==> config.mk <==
export PLATFORM = sky130hd
export DESIGN_NAME = tzs_ctrl
export DESIGN_NICKNAME = d
export VERILOG_FILES = /design/src/hw/tzs_pkg.sv /design/src/hw/tzs_ctrl.sv
export SDC_FILE = /design/constraint.sdc
export NUM_CORES = 1
export LEC_CHECK = 0
export BUFFER_PORTS_ARGS = -buffer_cell sky130_fd_sc_hd__clkbuf_2
export CAP_MARGIN = 20
export CORE_MARGIN = 4
export CORE_UTILIZATION = 40
export CTS_CLUSTER_SIZE = 16
export DETAILED_ROUTE_END_ITERATION = 8
export PLACE_DENSITY = 0.68
export SLEW_MARGIN = 20
export SYNTH_ARGS = -nofsm -noshare
export SYNTH_HDL_FRONTEND = slang
export SYNTH_SLANG_ARGS = --single-unit
==> constraint.sdc <==
create_clock -name mclk -period 7.15 [get_ports mclk]
set_input_delay 0.715 -clock mclk [delete_from_list [all_inputs] [get_ports mclk]]
set_output_delay 0.715 -clock mclk [all_outputs]
set_load 0.01 [all_outputs]
==> src/hw/tzs_pkg.sv <==
// Constants and encodings of the transmit timeslot zero-suppression control.
// Assumes one clock domain and a byte-wide register port.
// Behaviour
// - 24 timeslot control registers at consecutive addresses from base, slot n at base+n.
// - Select field 00/01/11 routes D/E data from LAPD transmitter 1/2/3.
// - Select 10 takes D/E source from data-link field of signaling select register.
// - Suppression type 00 passes octet; 01 stuffs bit 7.
// - Type 10 in non-signaling frame stuffs bit 8.
// - Type 10 in signaling frame stuffs bit 7 only when signaling bit is zero.
// - Type 11 replaces octet with fixed code 0x98.
// - Read-only 8-bit revision register; value may change between revisions.
package tzs_pkg;
	localparam logic [15:0] TSC_BASE      = 16'h0300;
	localparam logic [15:0] TSC_LAST      = 16'h0317;
	localparam logic [15:0] SIG_DL_SEL    = 16'h010A;
	localparam logic [15:0] REV_ID_ADDR   = 16'h01FF;
	localparam int          NUM_SLOTS     = 24;
	localparam int          SEL_MSB       = 7;
	localparam int          SEL_LSB       = 6;
	localparam int          ZS_MSB        = 5;
	localparam int          ZS_LSB        = 4;
	localparam int          DE_MSB        = 3;
	localparam int          DE_LSB        = 2;
	localparam logic [7:0]  TSC_RESET     = 8'h80;
	localparam logic [7:0]  SIG_DL_RESET  = 8'h00;
	localparam logic [7:0]  REV_ID_VALUE  = 8'h5A; // Arbitrary value
	localparam logic [7:0]  DDS_CODE      = 8'h98;
	localparam logic [7:0]  BIT7_MASK     = 8'h02;
	localparam logic [7:0]  BIT8_MASK     = 8'h01;
	typedef enum logic [1:0] {
		TZS_LAPD1 = 2'b00,
		TZS_LAPD2 = 2'b01,
		TZS_DLINK = 2'b10,
		TZS_LAPD3 = 2'b11
	} tzs_sel_e;
	typedef enum logic [1:0] {
		TZS_ZS_NONE = 2'b00,
		TZS_ZS_B7   = 2'b01,
		TZS_ZS_SIG  = 2'b10,
		TZS_ZS_DDS  = 2'b11
	} tzs_zs_e;
endpackage

==> src/hw/tzs_ctrl.sv <==
// Per-timeslot transmit source select and zero-code suppression.
// Assumes a synchronous register port and a slot stream with valid/ready handshakes.
//
// Implementation choice: the strobed register port.
module tzs_ctrl (
	input  wire logic        mclk,         // 250 MHz clock
	input  wire logic        rstn,         // Async reset, active low
	input  wire logic [15:0] reg_addr,     // Register address
	input  wire logic [7:0]  reg_wdata,    // Write data
	input  wire logic        reg_wr,       // Write strobe
	input  wire logic        reg_rd,       // Read strobe
	output logic      [7:0]  reg_rdata,    // Read data, cycle after strobe
	input  wire logic        in_valid,     // Slot octet present
	output logic             in_ready,     // Buffer can take octet
	input  wire logic [4:0]  in_slot,      // Timeslot number
	input  wire logic [7:0]  in_octet,     // Payload octet, bit 8 in lsb
	input  wire logic        in_sig_frame, // Frame carries signaling
	input  wire logic        in_sig_bit,   // Signaling bit carried
	input  wire logic [7:0]  lapd1_octet,  // D/E data, LAPD transmitter 1
	input  wire logic [7:0]  lapd2_octet,  // D/E data, LAPD transmitter 2
	input  wire logic [7:0]  lapd3_octet,  // D/E data, LAPD transmitter 3
	input  wire logic [7:0]  dlink_octet,  // D/E data, data-link sources
	output logic             out_valid,    // Output octet present
	input  wire logic        out_ready,    // Line side takes octet
	output logic      [4:0]  out_slot,     // Timeslot of output
	output logic      [7:0]  out_octet,    // Transmitted octet
	output logic      [1:0]  out_de_src    // Data-link source for select 10
);
	logic [7:0] tsc_r [tzs_pkg::NUM_SLOTS];
	logic [7:0] sig_dl_r;
	logic       rst_s1_r;
	logic       rst_s2_r;
	logic       rst_n;
	logic [4:0] addr_idx;
	logic       hit_tsc;
	logic [7:0] cur_ctl;
	logic [7:0] src_oct;
	logic [7:0] proc_nxt;
	logic [4:0] buf_slot  [2];
	logic [7:0] buf_oct   [2];
	logic       buf_ptr_w_r;
	logic       buf_ptr_r_r;
	logic [1:0] buf_cnt_r;
	logic       push;
	logic       pop;
	logic [4:0] slot_nxt;

	// Reset release synchroniser
	always_ff @(posedge mclk or negedge rstn) begin
		if (!rstn) begin
			rst_s1_r <= 1'b0;
			rst_s2_r <= 1'b0;
		end else begin
			rst_s1_r <= 1'b1;
			rst_s2_r <= rst_s1_r;
		end
	end
	assign rst_n = rst_s2_r;

	// Address decode of the timeslot array
	assign addr_idx = reg_addr[4:0];
	assign hit_tsc  = (reg_addr >= tzs_pkg::TSC_BASE) && (reg_addr <= tzs_pkg::TSC_LAST);

	// Timeslot control register writes
	always_ff @(posedge mclk or negedge rst_n) begin
		if (!rst_n) begin
			for (int i = 0; i < tzs_pkg::NUM_SLOTS; i++) begin
				tsc_r[i] <= tzs_pkg::TSC_RESET;
			end
		end else if (reg_wr && hit_tsc) begin
			tsc_r[addr_idx] <= reg_wdata;
		end
	end

	// Signaling and data-link select register
	always_ff @(posedge mclk or negedge rst_n) begin
		if (!rst_n) begin
			sig_dl_r <= tzs_pkg::SIG_DL_RESET;
		end else if (reg_wr && reg_addr == tzs_pkg::SIG_DL_SEL) begin
			sig_dl_r <= reg_wdata;
		end
	end

	// Register reads, unmapped reads return zero
	always_ff @(posedge mclk or negedge rst_n) begin
		if (!rst_n) begin
			reg_rdata <= 8'h00;
		end else if (reg_rd) begin
			if (hit_tsc) begin
				reg_rdata <= tsc_r[addr_idx];
			end else if (reg_addr == tzs_pkg::SIG_DL_SEL) begin
				reg_rdata <= sig_dl_r;
			end else if (reg_addr == tzs_pkg::REV_ID_ADDR) begin
				reg_rdata <= tzs_pkg::REV_ID_VALUE;
			end else begin
				reg_rdata <= 8'h00;
			end
		end else begin
			reg_rdata <= 8'h00;
		end
	end

	// Source selection and suppression of the selected source octet
	always_comb begin
		cur_ctl = (in_slot < 5'(tzs_pkg::NUM_SLOTS)) ? tsc_r[in_slot] : tzs_pkg::TSC_RESET;
		src_oct = in_octet;
		unique case (tzs_pkg::tzs_sel_e'(cur_ctl[tzs_pkg::SEL_MSB:tzs_pkg::SEL_LSB]))
			tzs_pkg::TZS_LAPD1: src_oct = lapd1_octet;
			tzs_pkg::TZS_LAPD2: src_oct = lapd2_octet;
			tzs_pkg::TZS_LAPD3: src_oct = lapd3_octet;
			tzs_pkg::TZS_DLINK: src_oct = dlink_octet;
		endcase
		proc_nxt = src_oct;
		if (src_oct == 8'h00) begin
			unique case (tzs_pkg::tzs_zs_e'(cur_ctl[tzs_pkg::ZS_MSB:tzs_pkg::ZS_LSB]))
				tzs_pkg::TZS_ZS_NONE: proc_nxt = src_oct;
				tzs_pkg::TZS_ZS_B7:   proc_nxt = src_oct | tzs_pkg::BIT7_MASK;
				tzs_pkg::TZS_ZS_SIG: begin
					if (!in_sig_frame) begin
						proc_nxt = src_oct | tzs_pkg::BIT8_MASK;
					end else if (!in_sig_bit) begin
						proc_nxt = src_oct | tzs_pkg::BIT7_MASK;
					end else begin
						proc_nxt = src_oct;
					end
				end
				tzs_pkg::TZS_ZS_DDS:  proc_nxt = tzs_pkg::DDS_CODE;
			endcase
		end
		slot_nxt = in_slot;
	end

	// Two-entry output buffer handshakes
	assign push = in_valid && in_ready;
	assign pop  = out_valid && out_ready;

	always_ff @(posedge mclk) begin
		if (push) begin
			buf_slot[buf_ptr_w_r] <= slot_nxt;
			buf_oct[buf_ptr_w_r]  <= proc_nxt;
		end
	end

	// Buffer pointers and occupancy
	always_ff @(posedge mclk or negedge rst_n) begin
		if (!rst_n) begin
			buf_ptr_w_r <= 1'b0;
			buf_ptr_r_r <= 1'b0;
			buf_cnt_r   <= 2'd0;
		end else begin
			if (push) begin
				buf_ptr_w_r <= ~buf_ptr_w_r;
			end
			if (pop) begin
				buf_ptr_r_r <= ~buf_ptr_r_r;
			end
			buf_cnt_r <= buf_cnt_r + {1'b0, push} - {1'b0, pop};
		end
	end

	// Registered outputs of the buffer
	always_ff @(posedge mclk or negedge rst_n) begin
		if (!rst_n) begin
			in_ready   <= 1'b0;
			out_valid  <= 1'b0;
			out_slot   <= 5'd0;
			out_octet  <= 8'h00;
			out_de_src <= 2'b00;
		end else begin
			in_ready   <= (buf_cnt_r + {1'b0, push} - {1'b0, pop}) < 2'd2;
			out_valid  <= (buf_cnt_r + {1'b0, push} - {1'b0, pop}) != 2'd0;
			out_de_src <= sig_dl_r[tzs_pkg::DE_MSB:tzs_pkg::DE_LSB];
			if (pop) begin
				out_slot  <= (buf_cnt_r == 2'd1 && push) ? slot_nxt : buf_slot[~buf_ptr_r_r];
				out_octet <= (buf_cnt_r == 2'd1 && push) ? proc_nxt : buf_oct[~buf_ptr_r_r];
			end else if (buf_cnt_r == 2'd0 && push) begin
				out_slot  <= slot_nxt;
				out_octet <= proc_nxt;
			end
		end
	end
endmodule

Word level (Yosys, flattened, before mapping)
Memories as Yosys holds them, arrays and structs flattened.
Index checks and enable logic that the tools add are counted.
{"block": "word_totals", "regBits": 231, "ram_bits": 26, "input_bits": 77, "out_inout_bits": 25, "elab_cells": 101, "n_memories": 2}
{"block": "classes", "n_addsub": 2, "n_lt_le_gt_ge": 7, "n_eq_ne": 9, "mux": 27, "bitwise": 4, "n_reduce_logical": 14}
{"name": "buf_oct", "words": 2, "width": 8, "rd": 1, "rd_ports_with_merged_regs": 0, "wr": 1, "line": "tzs_ctrl.sv:40", "rtl": "logic [7:0] buf_oct [2];"}
{"name": "buf_slot", "words": 2, "width": 5, "rd": 1, "rd_ports_with_merged_regs": 0, "wr": 1, "line": "tzs_ctrl.sv:39", "rtl": "logic [4:0] buf_slot [2];"}
{"cell": "$bwmux 192", "n": 1}
{"cell": "$mux 8", "n": 13}
{"cell": "$bmux 8 s5", "n": 2}
{"cell": "$pmux 8 s4", "n": 2}
{"cell": "$demux 8 s5", "n": 1}
{"cell": "$eq 16x9->1 const B", "n": 2}
{"cell": "$ge 16x10->1 const B", "n": 1}
{"cell": "$le 16x10->1 const B", "n": 1}
{"cell": "$mux 5", "n": 3}
{"cell": "$ge 6x6->1 const B", "n": 2}
{"cell": "$not 5->6", "n": 2}
{"cell": "$eq 2x2->1 const B", "n": 4}
{"cell": "$logic_and 1x1->1", "n": 8}
{"cell": "$logic_not 8->1", "n": 1}
{"cell": "$mux 7", "n": 1}
{"cell": "$eq 2x1->1 const B", "n": 3}
{"cell": "$logic_not 2->1", "n": 3}
{"cell": "$lt 6x1->1 const B", "n": 1}
{"cell": "$lt 5x5->1 const B", "n": 1}
{"cell": "$mux 2", "n": 2}
{"cell": "$reduce_bool 2->1", "n": 2}
{"cell": "$add 2x1->2", "n": 1}
{"cell": "$lt 2x2->1 const B", "n": 1}
{"cell": "$mux 1", "n": 2}
{"cell": "other kinds (2)", "n": 3}

Depth between registers and ports, before layout
Gate-level depths: netlist of the first run.
{"block": "logic_depth", "ltp_word": 13, "depth_mapped": 12, "depth_no_buf": 8}

Least setup slack after synthesis of the first run
OpenSTA, ideal clock, no wires.
{"block": "synth_path", "path_type": "input to register", "start": "input port in_slot[1]", "end": "memory buf_oct[0][1], data pin", "setup_time_ps": 267, "arrival_ps": 2712, "t_required_ps": 6883, "slack_ps": 4171, "cell_stages": 8, "n_path_buf": 1, "cell_sequence": "buf_6 > mux4_1 > mux4_2 > or2_4 > o21ai_4 > mux2_4 > o2111ai_1 > nand2_1"}
{"block": "synth_between", "elab_chain_cells": 11, "elab_cells_between_ends": 20, "classes_between": "1 x order compare; 6 x eq/ne; 9 x mux; 1 x bitwise; 3 x reduce/logical"}
{"item": "from (decl)", "line": "tzs_ctrl.sv:15", "rtl": "input wire logic [4:0] in_slot,"}
{"item": "$not 5->6 (not written as such)", "line": "tzs_ctrl.sv:105", "rtl": "cur_ctl = (in_slot < 5'(tzs_pkg::NUM_SLOTS)) ? tsc_r[in_slot] : tzs_pkg::TSC_RESET;"}
{"item": "$bmux 8 s5", "line": "tzs_ctrl.sv:105"}
{"item": "$mux 8 (not written as such) (2 in series)", "line": "tzs_ctrl.sv:105"}
{"item": "$mux 8 (*)", "line": "tzs_ctrl.sv:105"}
{"item": "$eq 2x2->1 (tied with other cells)", "line": "tzs_ctrl.sv:107", "rtl": "unique case (tzs_pkg::tzs_sel_e'(cur_ctl[tzs_pkg::SEL_MSB:tzs_pkg::SEL_LSB]))"}
{"item": "$pmux 8 s4", "line": "tzs_ctrl.sv:107"}
{"item": "$mux 2", "line": "tzs_ctrl.sv:121", "rtl": "end else if (!in_sig_bit) begin"}
{"item": "$mux 2", "line": "tzs_ctrl.sv:119", "rtl": "if (!in_sig_frame) begin"}
{"item": "$pmux 8 s4", "line": "tzs_ctrl.sv:115", "rtl": "unique case (tzs_pkg::tzs_zs_e'(cur_ctl[tzs_pkg::ZS_MSB:tzs_pkg::ZS_LSB]))"}
{"item": "$mux 8 (*)", "line": "tzs_ctrl.sv:114", "rtl": "if (src_oct == 8'h00) begin"}
{"item": "via proc_nxt[1]", "line": "tzs_ctrl.sv:38", "rtl": "logic [7:0] proc_nxt;"}
{"item": "to (decl)", "line": "tzs_ctrl.sv:40"}
The timed path passes the listed nets; every way through them passes the cells marked *. The select of a mux whose other input is x is not followed.

Final worst setup path of the first run
{"block": "layout_path", "start": "input port reg_addr[3]", "end": "register tsc_r[165] (netlist bit)"}
{"block": "layout_between", "elab_chain_cells": 6, "elab_cells_between_ends": 11, "classes_between": "4 x order compare; 3 x mux; 1 x bitwise; 3 x reduce/logical"}
{"item": "from (decl)", "line": "tzs_ctrl.sv:8", "rtl": "input wire logic [15:0] reg_addr,"}
{"item": "$not 5->6 (not written as such)", "line": "tzs_ctrl.sv:71", "rtl": "tsc_r[addr_idx] <= reg_wdata;"}
{"item": "$ge 6x6->1 (not written as such) / $lt 6x1->1 (equally long branches)", "line": "tzs_ctrl.sv:71"}
{"item": "$logic_and 1x1->1 (not written as such)", "line": "tzs_ctrl.sv:71"}
{"item": "$mux 8 (not written as such)", "line": "tzs_ctrl.sv:71"}
{"item": "$demux 8 s5", "line": "tzs_ctrl.sv:71"}
{"item": "$bwmux 192", "line": "tzs_ctrl.sv:71"}
{"item": "to (signal, indexed assignment)", "line": "tzs_ctrl.sv:68", "rtl": "tsc_r[i] <= tzs_pkg::TSC_RESET;"}
{"item": "to (signal, indexed assignment)", "line": "tzs_ctrl.sv:71"}
{"item": "to (decl)", "line": "tzs_ctrl.sv:29", "rtl": "logic [7:0] tsc_r [tzs_pkg::NUM_SLOTS];"}
Parallel ways exist; a longest one is shown, timed or not.
A chain may end at the register's enable or synchronous reset.

==> impl_results.md, run 1 <==
* Post-DR vias/cell at 5.63
* Core footprint at 0.0315 sq mm
* Max Clock Freq at 295 MHz
* Count of routing violations after the opening detailed-route iteration at 387
* Combinational power share at 11.6%
* Slew margin rel. at 31.0%
* CP endpoint kind: flip-flop
* Largest vdd supply drop at 0.000172 V
* Worst Setup Start Kind: input port
* Antenna Violating Nets Remaining at 0
* Setup TNS after final layout at 0 ns
* Sequential cell fraction of total power at 47.0%
* Sequential standard cell area at 0.00660 sq mm
* Die ar. at 0.0347 sq mm
* Hold endpoint: rst_n$_DFF_PN0_
* Final setup violation count at 0
* Number of antenna diodes at 0
* Arrival time at the worst endpoint at 3.80 ns
* Placed Instance Area at 0.0135 sq mm
* Cells after Synth at 867
* Number of filler instances in the final layout at 2752
* Synthesized-area fraction occupied by ao, oa, aoi and oai cells at 3.24%
* Die extent in x at 186 um
* Share of synthesized flip-flops with an asynchronous set or reset at 89.9%
* Share of synthesized area occupied by flip-flops and latches at 51.8%
* Result of the run: finished clean
* Reg-to-reg critical path endpoint: buf_oct[1][4]$_DFFE_PP_
* Maximum fanout along the worst path at 14
* Clock period minus worst slack at 3.39 ns
* Htree depth at 1
* Final worst-path cycle share at 47.4%
* Number of stages on the worst hold path at 0
* Largest family of logic cells by synthesized area: multiplexers
* Switch share at 25.4%
* FP Rows at 65
* Number of antenna violations at the first check in global routing at 1
* TritonCTS clock tree: done
* Proportion of layout cells with a drive suffix above 1 at 48.4%
* RD Place Congestion at 0.793
* Combined global-route utilization of all metal layers at 16.2%
* Clock slew at reported path FFs at 0.06 ns
* Total Wirelength at 28.6 mm
* Share of synthesized cell area in and, or, nand and nor gates at 6.47%
* Area overhead of the layout relative to synthesis at 13.6%
* Flop-to-flop setup slack at 4.40 ns
* Worst Path Required at 7.56 ns
* Net switching power at 0.882 mW
* Clock Sink Count at 257
* Register-to-Register Path Depth at 8
* Number of vias after detailed routing at 7707
* Vias in the first global route at 7900
* Number of remaining DRC errors at 0
* Final number of hold-violating endpoints at 0
* Final cell area excluding filler cells at 0.0145 sq mm
* Power share of the clock group at 41.4%
* Pins Over Slew Limit at 0
* Number of buffers inserted by port buffering at 93
* Area occupied by multi-input gates at 0.00586 sq mm
* Die H at 186 um
* Top_reg_cell synth: sky130_fd_sc_hd__dfrtp_1
* FF-to-FF Start: tsc_r[39]$_DFFE_PN1P_
* Unique cell type count in the Yosys netlist at 59
* Internal portion of total power at 2.59 mW
* Clock latency of the later-clocked register in the worst-skew pair at 0.53 ns
* Number of register bits inferred by synthesis at 257
* Number of enable flip-flop cells after synthesis at 26
* Pre-antenna DRT Iters at 5
* Detail-routed net length per standard cell at 20.9 um
* Area share of fa/ha/maj cells after synthesis at 0.197%
* Worst clock skew at 0.0168 ns
* Initial standard-cell utilization of the core at 40.4%
* Yosys warning count at 0
* Wire length of the first global-routing pass at 45.5 mm
* Cell Area, Synth at 0.0127 sq mm
* RSZ-0062 raised after global routing: false
* DP Wirelength at 19.0 mm
* Critical hold path startpoint: rst_s1_r$_DFF_PN0_
* Share of the synthesized netlist area taken by xor and xnor gates at 0.275%
* Global route total overflow at 0
* Pin count of the biggest net entering global routing at 166
* Clock Tree Buf Depth at 3
* Buffers inserted by post-CTS timing repair at 0
* Synthesized area per cell at 14.7 sq um
* Worst Max-Slew Pin Slew at 1.04 ns
* Category of the critical setup timing path: in -> reg
* Static Leakage at 6.60 nW
* Power density over cell area at 240 mW/mm^2
* Kind of path behind the tightest hold check: reg -> reg
* Post-synthesis mux area share at 35.8%
* Max_cap viols at 0
* Final net count at 1024
* Clock buffer count from CTS at 27
* Resize count post-CTS at 0
* Nets in the synthesized netlist at 946
* Root Buffer: sky130_fd_sc_hd__clkbuf_16
* Number of I/O pins at 102
-- worst max path at each step --
| stage | slack [ns] | start | cells after the start | to |
|---|---|---|---|---|
| 2_1_floorplan | 0.28 | rst_n$_DFF_PN0_ | 0 | buf_cnt_r[0]$_DFF_PN0_ |
| 3_3_place_gp | 3.25 | reg_addr[3] | 7 | tsc_r[166]$_DFFE_PN0P_ |
| 3_5_place_dp | 3.16 | reg_addr[3] | 7 | tsc_r[161]$_DFFE_PN0P_ |
| 4_1_cts | 3.75 | reg_addr[3] | 7 | tsc_r[165]$_DFFE_PN0P_ |
| 5_1_grt | 3.59 | reg_addr[3] | 7 | tsc_r[165]$_DFFE_PN0P_ |
| 6_report | 3.76 | reg_addr[3] | 7 | tsc_r[165]$_DFFE_PN0P_ |
-- final cells by class --
| type | count | share of cell area [%] |
|---|---|---|
| inverter | 7 | 0.182 |
| tap | 402 | 3.48 |
| timing repair buffer | 102 | 3.81 |
| multi-input combinational | 550 | 40.5 |
| clock inverter | 14 | 1.10 |
| sequential | 257 | 45.6 |
| clock buffer | 36 | 5.26 |
-- per-layer routing --
metal,up-vias,routed length [um],global-route usage (%)
li1,3435,-,-
met1,4042,13000,23.4
met5,-,10,0
met3,37,1270,2.64
met4,2,500,3.36
met2,191,13900,26.4
-- registers in the layout (all words and copies together), names as in the netlist --
| signal | cells |
|---|---|
| rst_n | 1 |
| out_valid | 1 |
| rst_s1_r | 1 |
| buf_slot | 10 |
| sig_dl_r | 8 |
| out_de_src | 2 |
| reg_rdata | 8 |
| buf_ptr_r_r | 1 |
| buf_cnt_r | 2 |
| out_slot | 5 |
| tsc_r | 192 |
| buf_oct | 16 |
| out_octet | 8 |
| buf_ptr_w_r | 1 |
| in_ready | 1 |
-- critical path, stage by stage --
cell                       delay, ns
sky130_fd_sc_hd__clkbuf_2       0.16
sky130_fd_sc_hd__inv_1          0.57
sky130_fd_sc_hd__o211ai_1       0.35
sky130_fd_sc_hd__nor2_4         0.38
sky130_fd_sc_hd__nand4_4        0.28
sky130_fd_sc_hd__nor2b_1        0.90
sky130_fd_sc_hd__mux2_2         0.42
-- synth_stat cells, types with 6 or more instances --
cell type | count | area, sq um
sky130_fd_sc_hd__dfrtp_1 | 207 | 5180
sky130_fd_sc_hd__mux2_2 | 202 | 2270
sky130_fd_sc_hd__nor2b_1 | 10 | 62.6
sky130_fd_sc_hd__nor3_1 | 6 | 30.0
sky130_fd_sc_hd__edfxtp_1 | 26 | 781
sky130_fd_sc_hd__dfstp_2 | 24 | 631
sky130_fd_sc_hd__mux4_2 | 70 | 1580
sky130_fd_sc_hd__mux4_1 | 6 | 158
sky130_fd_sc_hd__inv_1 | 7 | 26.3
sky130_fd_sc_hd__nand3_1 | 7 | 35.0
sky130_fd_sc_hd__mux2i_1 | 45 | 450
sky130_fd_sc_hd__nand2_1 | 66 | 248
sky130_fd_sc_hd__nor2_1 | 13 | 48.8
sky130_fd_sc_hd__clkbuf_1 | 32 | 120
sky130_fd_sc_hd__mux2_1 | 6 | 67.6
sky130_fd_sc_hd__buf_2 | 11 | 55.1
sky130_fd_sc_hd__o21ai_0 | 32 | 160
-- timing repair --
action / 4_1_cts / 5_1_grt
endpoints found under the setup margin: 0 / 0
hold buffers: 1 / 0
endpoints found under the hold margin: 2 / 0
-- power groups by stage --
stage | sequential, mW | combinational (mW) | clock (mW)
2_1_floorplan | 1.66 | 0.259 | 0
3_3_place_gp | 1.66 | 0.401 | 0
3_5_place_dp | 1.66 | 0.407 | 0
4_1_cts | 1.63 | 0.409 | 1.46
5_1_grt | 1.64 | 0.452 | 1.53
6_report | 1.63 | 0.402 | 1.44
-- per-stage QoR --
stage          util [%]  total power [mW]  cells  hold WS, ns  setup WS [ns]
2_1_floorplan         -              1.92    867        0.331          0.278
3_3_place_gp       43.0              2.06   1317        0.340           3.25
3_5_place_dp       43.0              2.07   1317        0.341           3.16
4_1_cts            45.9              3.51   1368        0.357           3.75
5_1_grt            45.9              3.63   1368        0.360           3.59
6_report           45.9              3.47   1368        0.354           3.76
-- cells in the final DEF (no fill, tap or decap), types with 5 or more instances in the layout --
cell                        instances
sky130_fd_sc_hd__dfrtp_1          206
sky130_fd_sc_hd__mux2_2           202
sky130_fd_sc_hd__clkbuf_2          92
sky130_fd_sc_hd__mux4_2            70
sky130_fd_sc_hd__nand2_1           66
sky130_fd_sc_hd__mux2i_1           45
sky130_fd_sc_hd__o21ai_0           32
sky130_fd_sc_hd__clkbuf_16         28
sky130_fd_sc_hd__edfxtp_1          26
sky130_fd_sc_hd__dfstp_2           24
sky130_fd_sc_hd__nor2_1            12
sky130_fd_sc_hd__nor2b_1           10
sky130_fd_sc_hd__buf_4              8
sky130_fd_sc_hd__inv_1              7
sky130_fd_sc_hd__nand3_1            7
sky130_fd_sc_hd__clkinv_2           7
sky130_fd_sc_hd__mux4_1             6
sky130_fd_sc_hd__nor3_1             6
sky130_fd_sc_hd__mux2_1             6
sky130_fd_sc_hd__o211ai_1           5
sky130_fd_sc_hd__a22oi_1            5
sky130_fd_sc_hd__a21oi_1            5
sky130_fd_sc_hd__a31oi_1            5
sky130_fd_sc_hd__clkbuf_1           5
-- cell families (layout without fill, tap and decap cells) --
family	count (synthesis)	after routing
flops	257	257
xor+xnor	4	4
fa+ha+maj	2	2
mux	331	331
buf+inv	60	159
simple gates	145	145
compound gates	67	67
other cells	1	1
Note: power is estimated with default switching activity, not from simulation.
==> inputs of run 2 (changes only) <==
==> constraint.sdc (replaced) <==
create_clock -name mclk -period 2.99 [get_ports mclk]
set_input_delay 0.299 -clock mclk [delete_from_list [all_inputs] [get_ports mclk]]
set_output_delay 0.299 -clock mclk [all_outputs]
set_load 0.01 [all_outputs]
==> impl_results.md, run 2 (synthesized netlist as in run 1, its figures left out) <==
* Result of the run: finished clean
* Maximum fanout along the worst path at 6 (-8)
* Power density over cell area at 579 mW/mm^2 (+140%)
* Worst Setup Start Kind: flip-flop
* Net switching power at 2.23 mW (+150%)
* Area overhead of the layout relative to synthesis at 16.9%
* Clock slew at reported path FFs at 0.06 ns (about the same)
* Final worst-path cycle share at 87.8%
* Final number of hold-violating endpoints at 0 (unchanged)
* Series of cell instances along the critical path: mux4_1 > mux4_2 > or2_4 > o21ai_4 > mux2_4 > o2111ai_1 > nand2_1
* Wire length of the first global-routing pass at 47.9 mm (+5.2%)
* Clock latency of the later-clocked register in the worst-skew pair at 0.55 ns (+0.02 ns)
* Power share of the clock group at 42.8% (+1.4 points)
* Category of the critical setup timing path: reg -> reg
* Max_cap viols at 0 (unchanged)
* Pin count of the biggest net entering global routing at 81 (-51%)
* Final setup violation count at 0 (unchanged)
* Clock Sink Count at 257 (unchanged)
* Core footprint at 0.0315 sq mm (unchanged)
* Combinational power share at 11.9% (+0.3 points)
* Worst clock skew at 0.0185 ns (+0.00172 ns)
* Setup TNS after final layout at 0 ns (unchanged)
* CP endpoint kind: flip-flop
* Global route total overflow at 0 (unchanged)
* Initial standard-cell utilization of the core at 40.4% (unchanged)
* Largest vdd supply drop at 0.000390 V (+130%)
* Number of antenna violations at the first check in global routing at 1 (unchanged)
* Number of remaining DRC errors at 0 (unchanged)
* Commonest non-fill, non-tap cell in the layout: sky130_fd_sc_hd__dfrtp_1
* Proportion of layout cells with a drive suffix above 1 at 50.7% (+2.3 points)
* Static Leakage at 6.83 nW (+3.6%)
* Met3 layer wire length in the routed design at 1.55 mm (+22%)
* Detail-routed net length per standard cell at 21.3 um (+1.8%)
* Die ar. at 0.0347 sq mm (unchanged)
* RSZ-0062 raised after global routing: false
* Clock Tree Buf Depth at 3 (unchanged)
* Number of buffers inserted by port buffering at 93 (unchanged)
* Worst Path Required at 3.26 ns (-4.30 ns)
* Switch share at 25.8% (+0.43 points)
* Count of routing violations after the opening detailed-route iteration at 505 (+30%)
* Post-route met1 wirelength at 13.3 mm (+2.2%)
* Routed wl met2 at 14.4 mm (+3.7%)
* Arrival time at the worst endpoint at 2.89 ns (-0.91 ns)
* FP Rows at 65 (unchanged)
* Final Core Density at 47.3% (+1.3 points)
* Largest registers: tsc_r: 192 flops, buf_oct: 16 flops, buf_slot: 10 flops
* RD Place Congestion at 0.855 (+7.8%)
* Die H at 186 um (unchanged)
* Pre-antenna DRT Iters at 5 (unchanged)
* Sequential cell fraction of total power at 45.3% (-1.7 points)
* TritonCTS clock tree: done
* Clock buffer count from CTS at 28 (+3.7%)
* Root Buffer: sky130_fd_sc_hd__clkbuf_16
* Sequential standard cell area at 0.00660 sq mm (unchanged)
* Final net count at 1061 (+3.6%)
* Final cell area excluding filler cells at 0.0149 sq mm (+2.9%)
* Top Layer Used: met5
* Slew margin rel. at 47.5% (+16 points)
* Antenna Violating Nets Remaining at 0 (unchanged)
* Flip-flop count of the largest register after layout at 192 (unchanged)
* Internal portion of total power at 6.39 mW (+150%)
* Cell with the largest stage delay on the worst path: sky130_fd_sc_hd__mux4_2
* Commonest cells after routing, fill and taps aside: sky130_fd_sc_hd__dfrtp_1 (206), sky130_fd_sc_hd__mux2_2 (202), sky130_fd_sc_hd__clkbuf_2 (92)
* Total Wirelength at 30.0 mm (+4.7%)
* CTS hold repair buffers at 1 (unchanged)
* Post-DR vias/cell at 5.64 (+0.11%)
* Number of vias after detailed routing at 7930 (+2.9%)
* Number of filler instances in the final layout at 2700 (-1.9%)
* Number of antenna diodes at 0 (unchanged)
* Number of I/O pins at 102 (unchanged)
* Pins Over Slew Limit at 0 (unchanged)
* Kind of path behind the tightest hold check: in -> async
* Worst Max-Slew Pin Slew at 0.788 ns (-0.247 ns)
* Resize count post-CTS at 0 (unchanged)
* Die extent in x at 186 um (unchanged)
* Clock period minus worst slack at 2.62 ns
* DP Wirelength at 20.6 mm (+8.5%)
* Vias in the first global route at 8327 (+5.4%)
* Stage delay of the slowest cell on the critical path at 0.50 ns (-0.40 ns)
* Htree depth at 1 (unchanged)
* Max Clock Freq at 381 MHz
* Combined global-route utilization of all metal layers at 17.1% (+0.89 points)
* Placed Instance Area at 0.0139 sq mm (+2.6%)
* Buffers inserted by post-CTS timing repair at 0 (unchanged)
* Area occupied by multi-input gates at 0.00586 sq mm (about the same)
* Top reg by flops: tsc_r
[run 2: cell count changes in the layout (fill, tap and decap cells not counted), moves of 2 or more]
| cell | delta |
|---|---|
| sky130_fd_sc_hd__buf_4 | +30 |
| sky130_fd_sc_hd__buf_12 | +6 |
| sky130_fd_sc_hd__clkbuf_1 | -4 |
| sky130_fd_sc_hd__clkinvlp_4 | +3 |
| sky130_fd_sc_hd__bufinv_16 | +2 |
| sky130_fd_sc_hd__clkinv_4 | +2 |
| sky130_fd_sc_hd__inv_6 | -2 |
[run 2: final timing paths]
kind	slack [ns]	depth (start not counted)	endpoint	startpoint
max in group asynchronous	1.98	1	tsc_r[119]$_DFFE_PN1P_	rst_n$_DFF_PN0_
worst min register to register	0.23	0	tsc_r[74]$_DFFE_PN0P_	rst_n$_DFF_PN0_
worst max-delay path	0.37	7	buf_oct[0][1]$_DFFE_PP_	tsc_r[39]$_DFFE_PN1P_
min in group mclk	0.09	3	buf_ptr_r_r$_DFFE_PN0P_	out_ready
worst min-delay path	0.06	2	rst_n$_DFF_PN0_	rstn
worst max register to register	0.37	7	buf_oct[0][1]$_DFFE_PP_	tsc_r[39]$_DFFE_PN1P_
[run 2: layer usage]
| metal | vias to the layer above | track usage (%) |
|---|---|---|
| met2 | 226 | 27.8 |
| met1 | 4129 | 24.0 |
| met5 | - | 0 |
| li1 | 3520 | - |
| met4 | 2 | 4.52 |
| met3 | 53 | 3.07 |
[run 2: through the flow]
stage	std cells	worst slack [ns]	hold slack (ns)	power, mW
floorplan	867	0.427	0.00341	4.60
global placement	1353	0.0416	0.0851	4.98
detailed placement	1353	0.0130	0.0867	5.00
CTS	1406	0.339	0.0346	8.70
global route	1406	0.256	0.0735	8.98
finish	1406	0.365	0.0625	8.61
[run 2: cell type report]
type | instances | share of cell area, %
Clock buffer | 31 | 4.92
Clock inverter | 21 | 1.81
Inverter | 7 | 0.177
Multi-Input combinational cell | 550 | 39.4
Sequential cell | 257 | 44.3
Tap cell | 402 | 3.38
Timing Repair Buffer | 138 | 6.02
[run 2: power by group through the flow]
stage	Sequential (mW)	Combinational [mW]	Clock, mW
3_5_place_dp	3.97	1.04	0
3_3_place_gp	3.96	1.01	0
4_1_cts	3.90	1.04	3.76
6_report	3.90	1.03	3.69
5_1_grt	3.92	1.15	3.90
2_1_floorplan	3.98	0.619	0
[run 2: worst max-delay path, delay by kind of cell (launching register included)]
kind / cells / cell delay (ns)
flops: 1 / 0.38
mux: 3 / 1.35
simple gates: 2 / 0.36
compound gates: 2 / 0.24
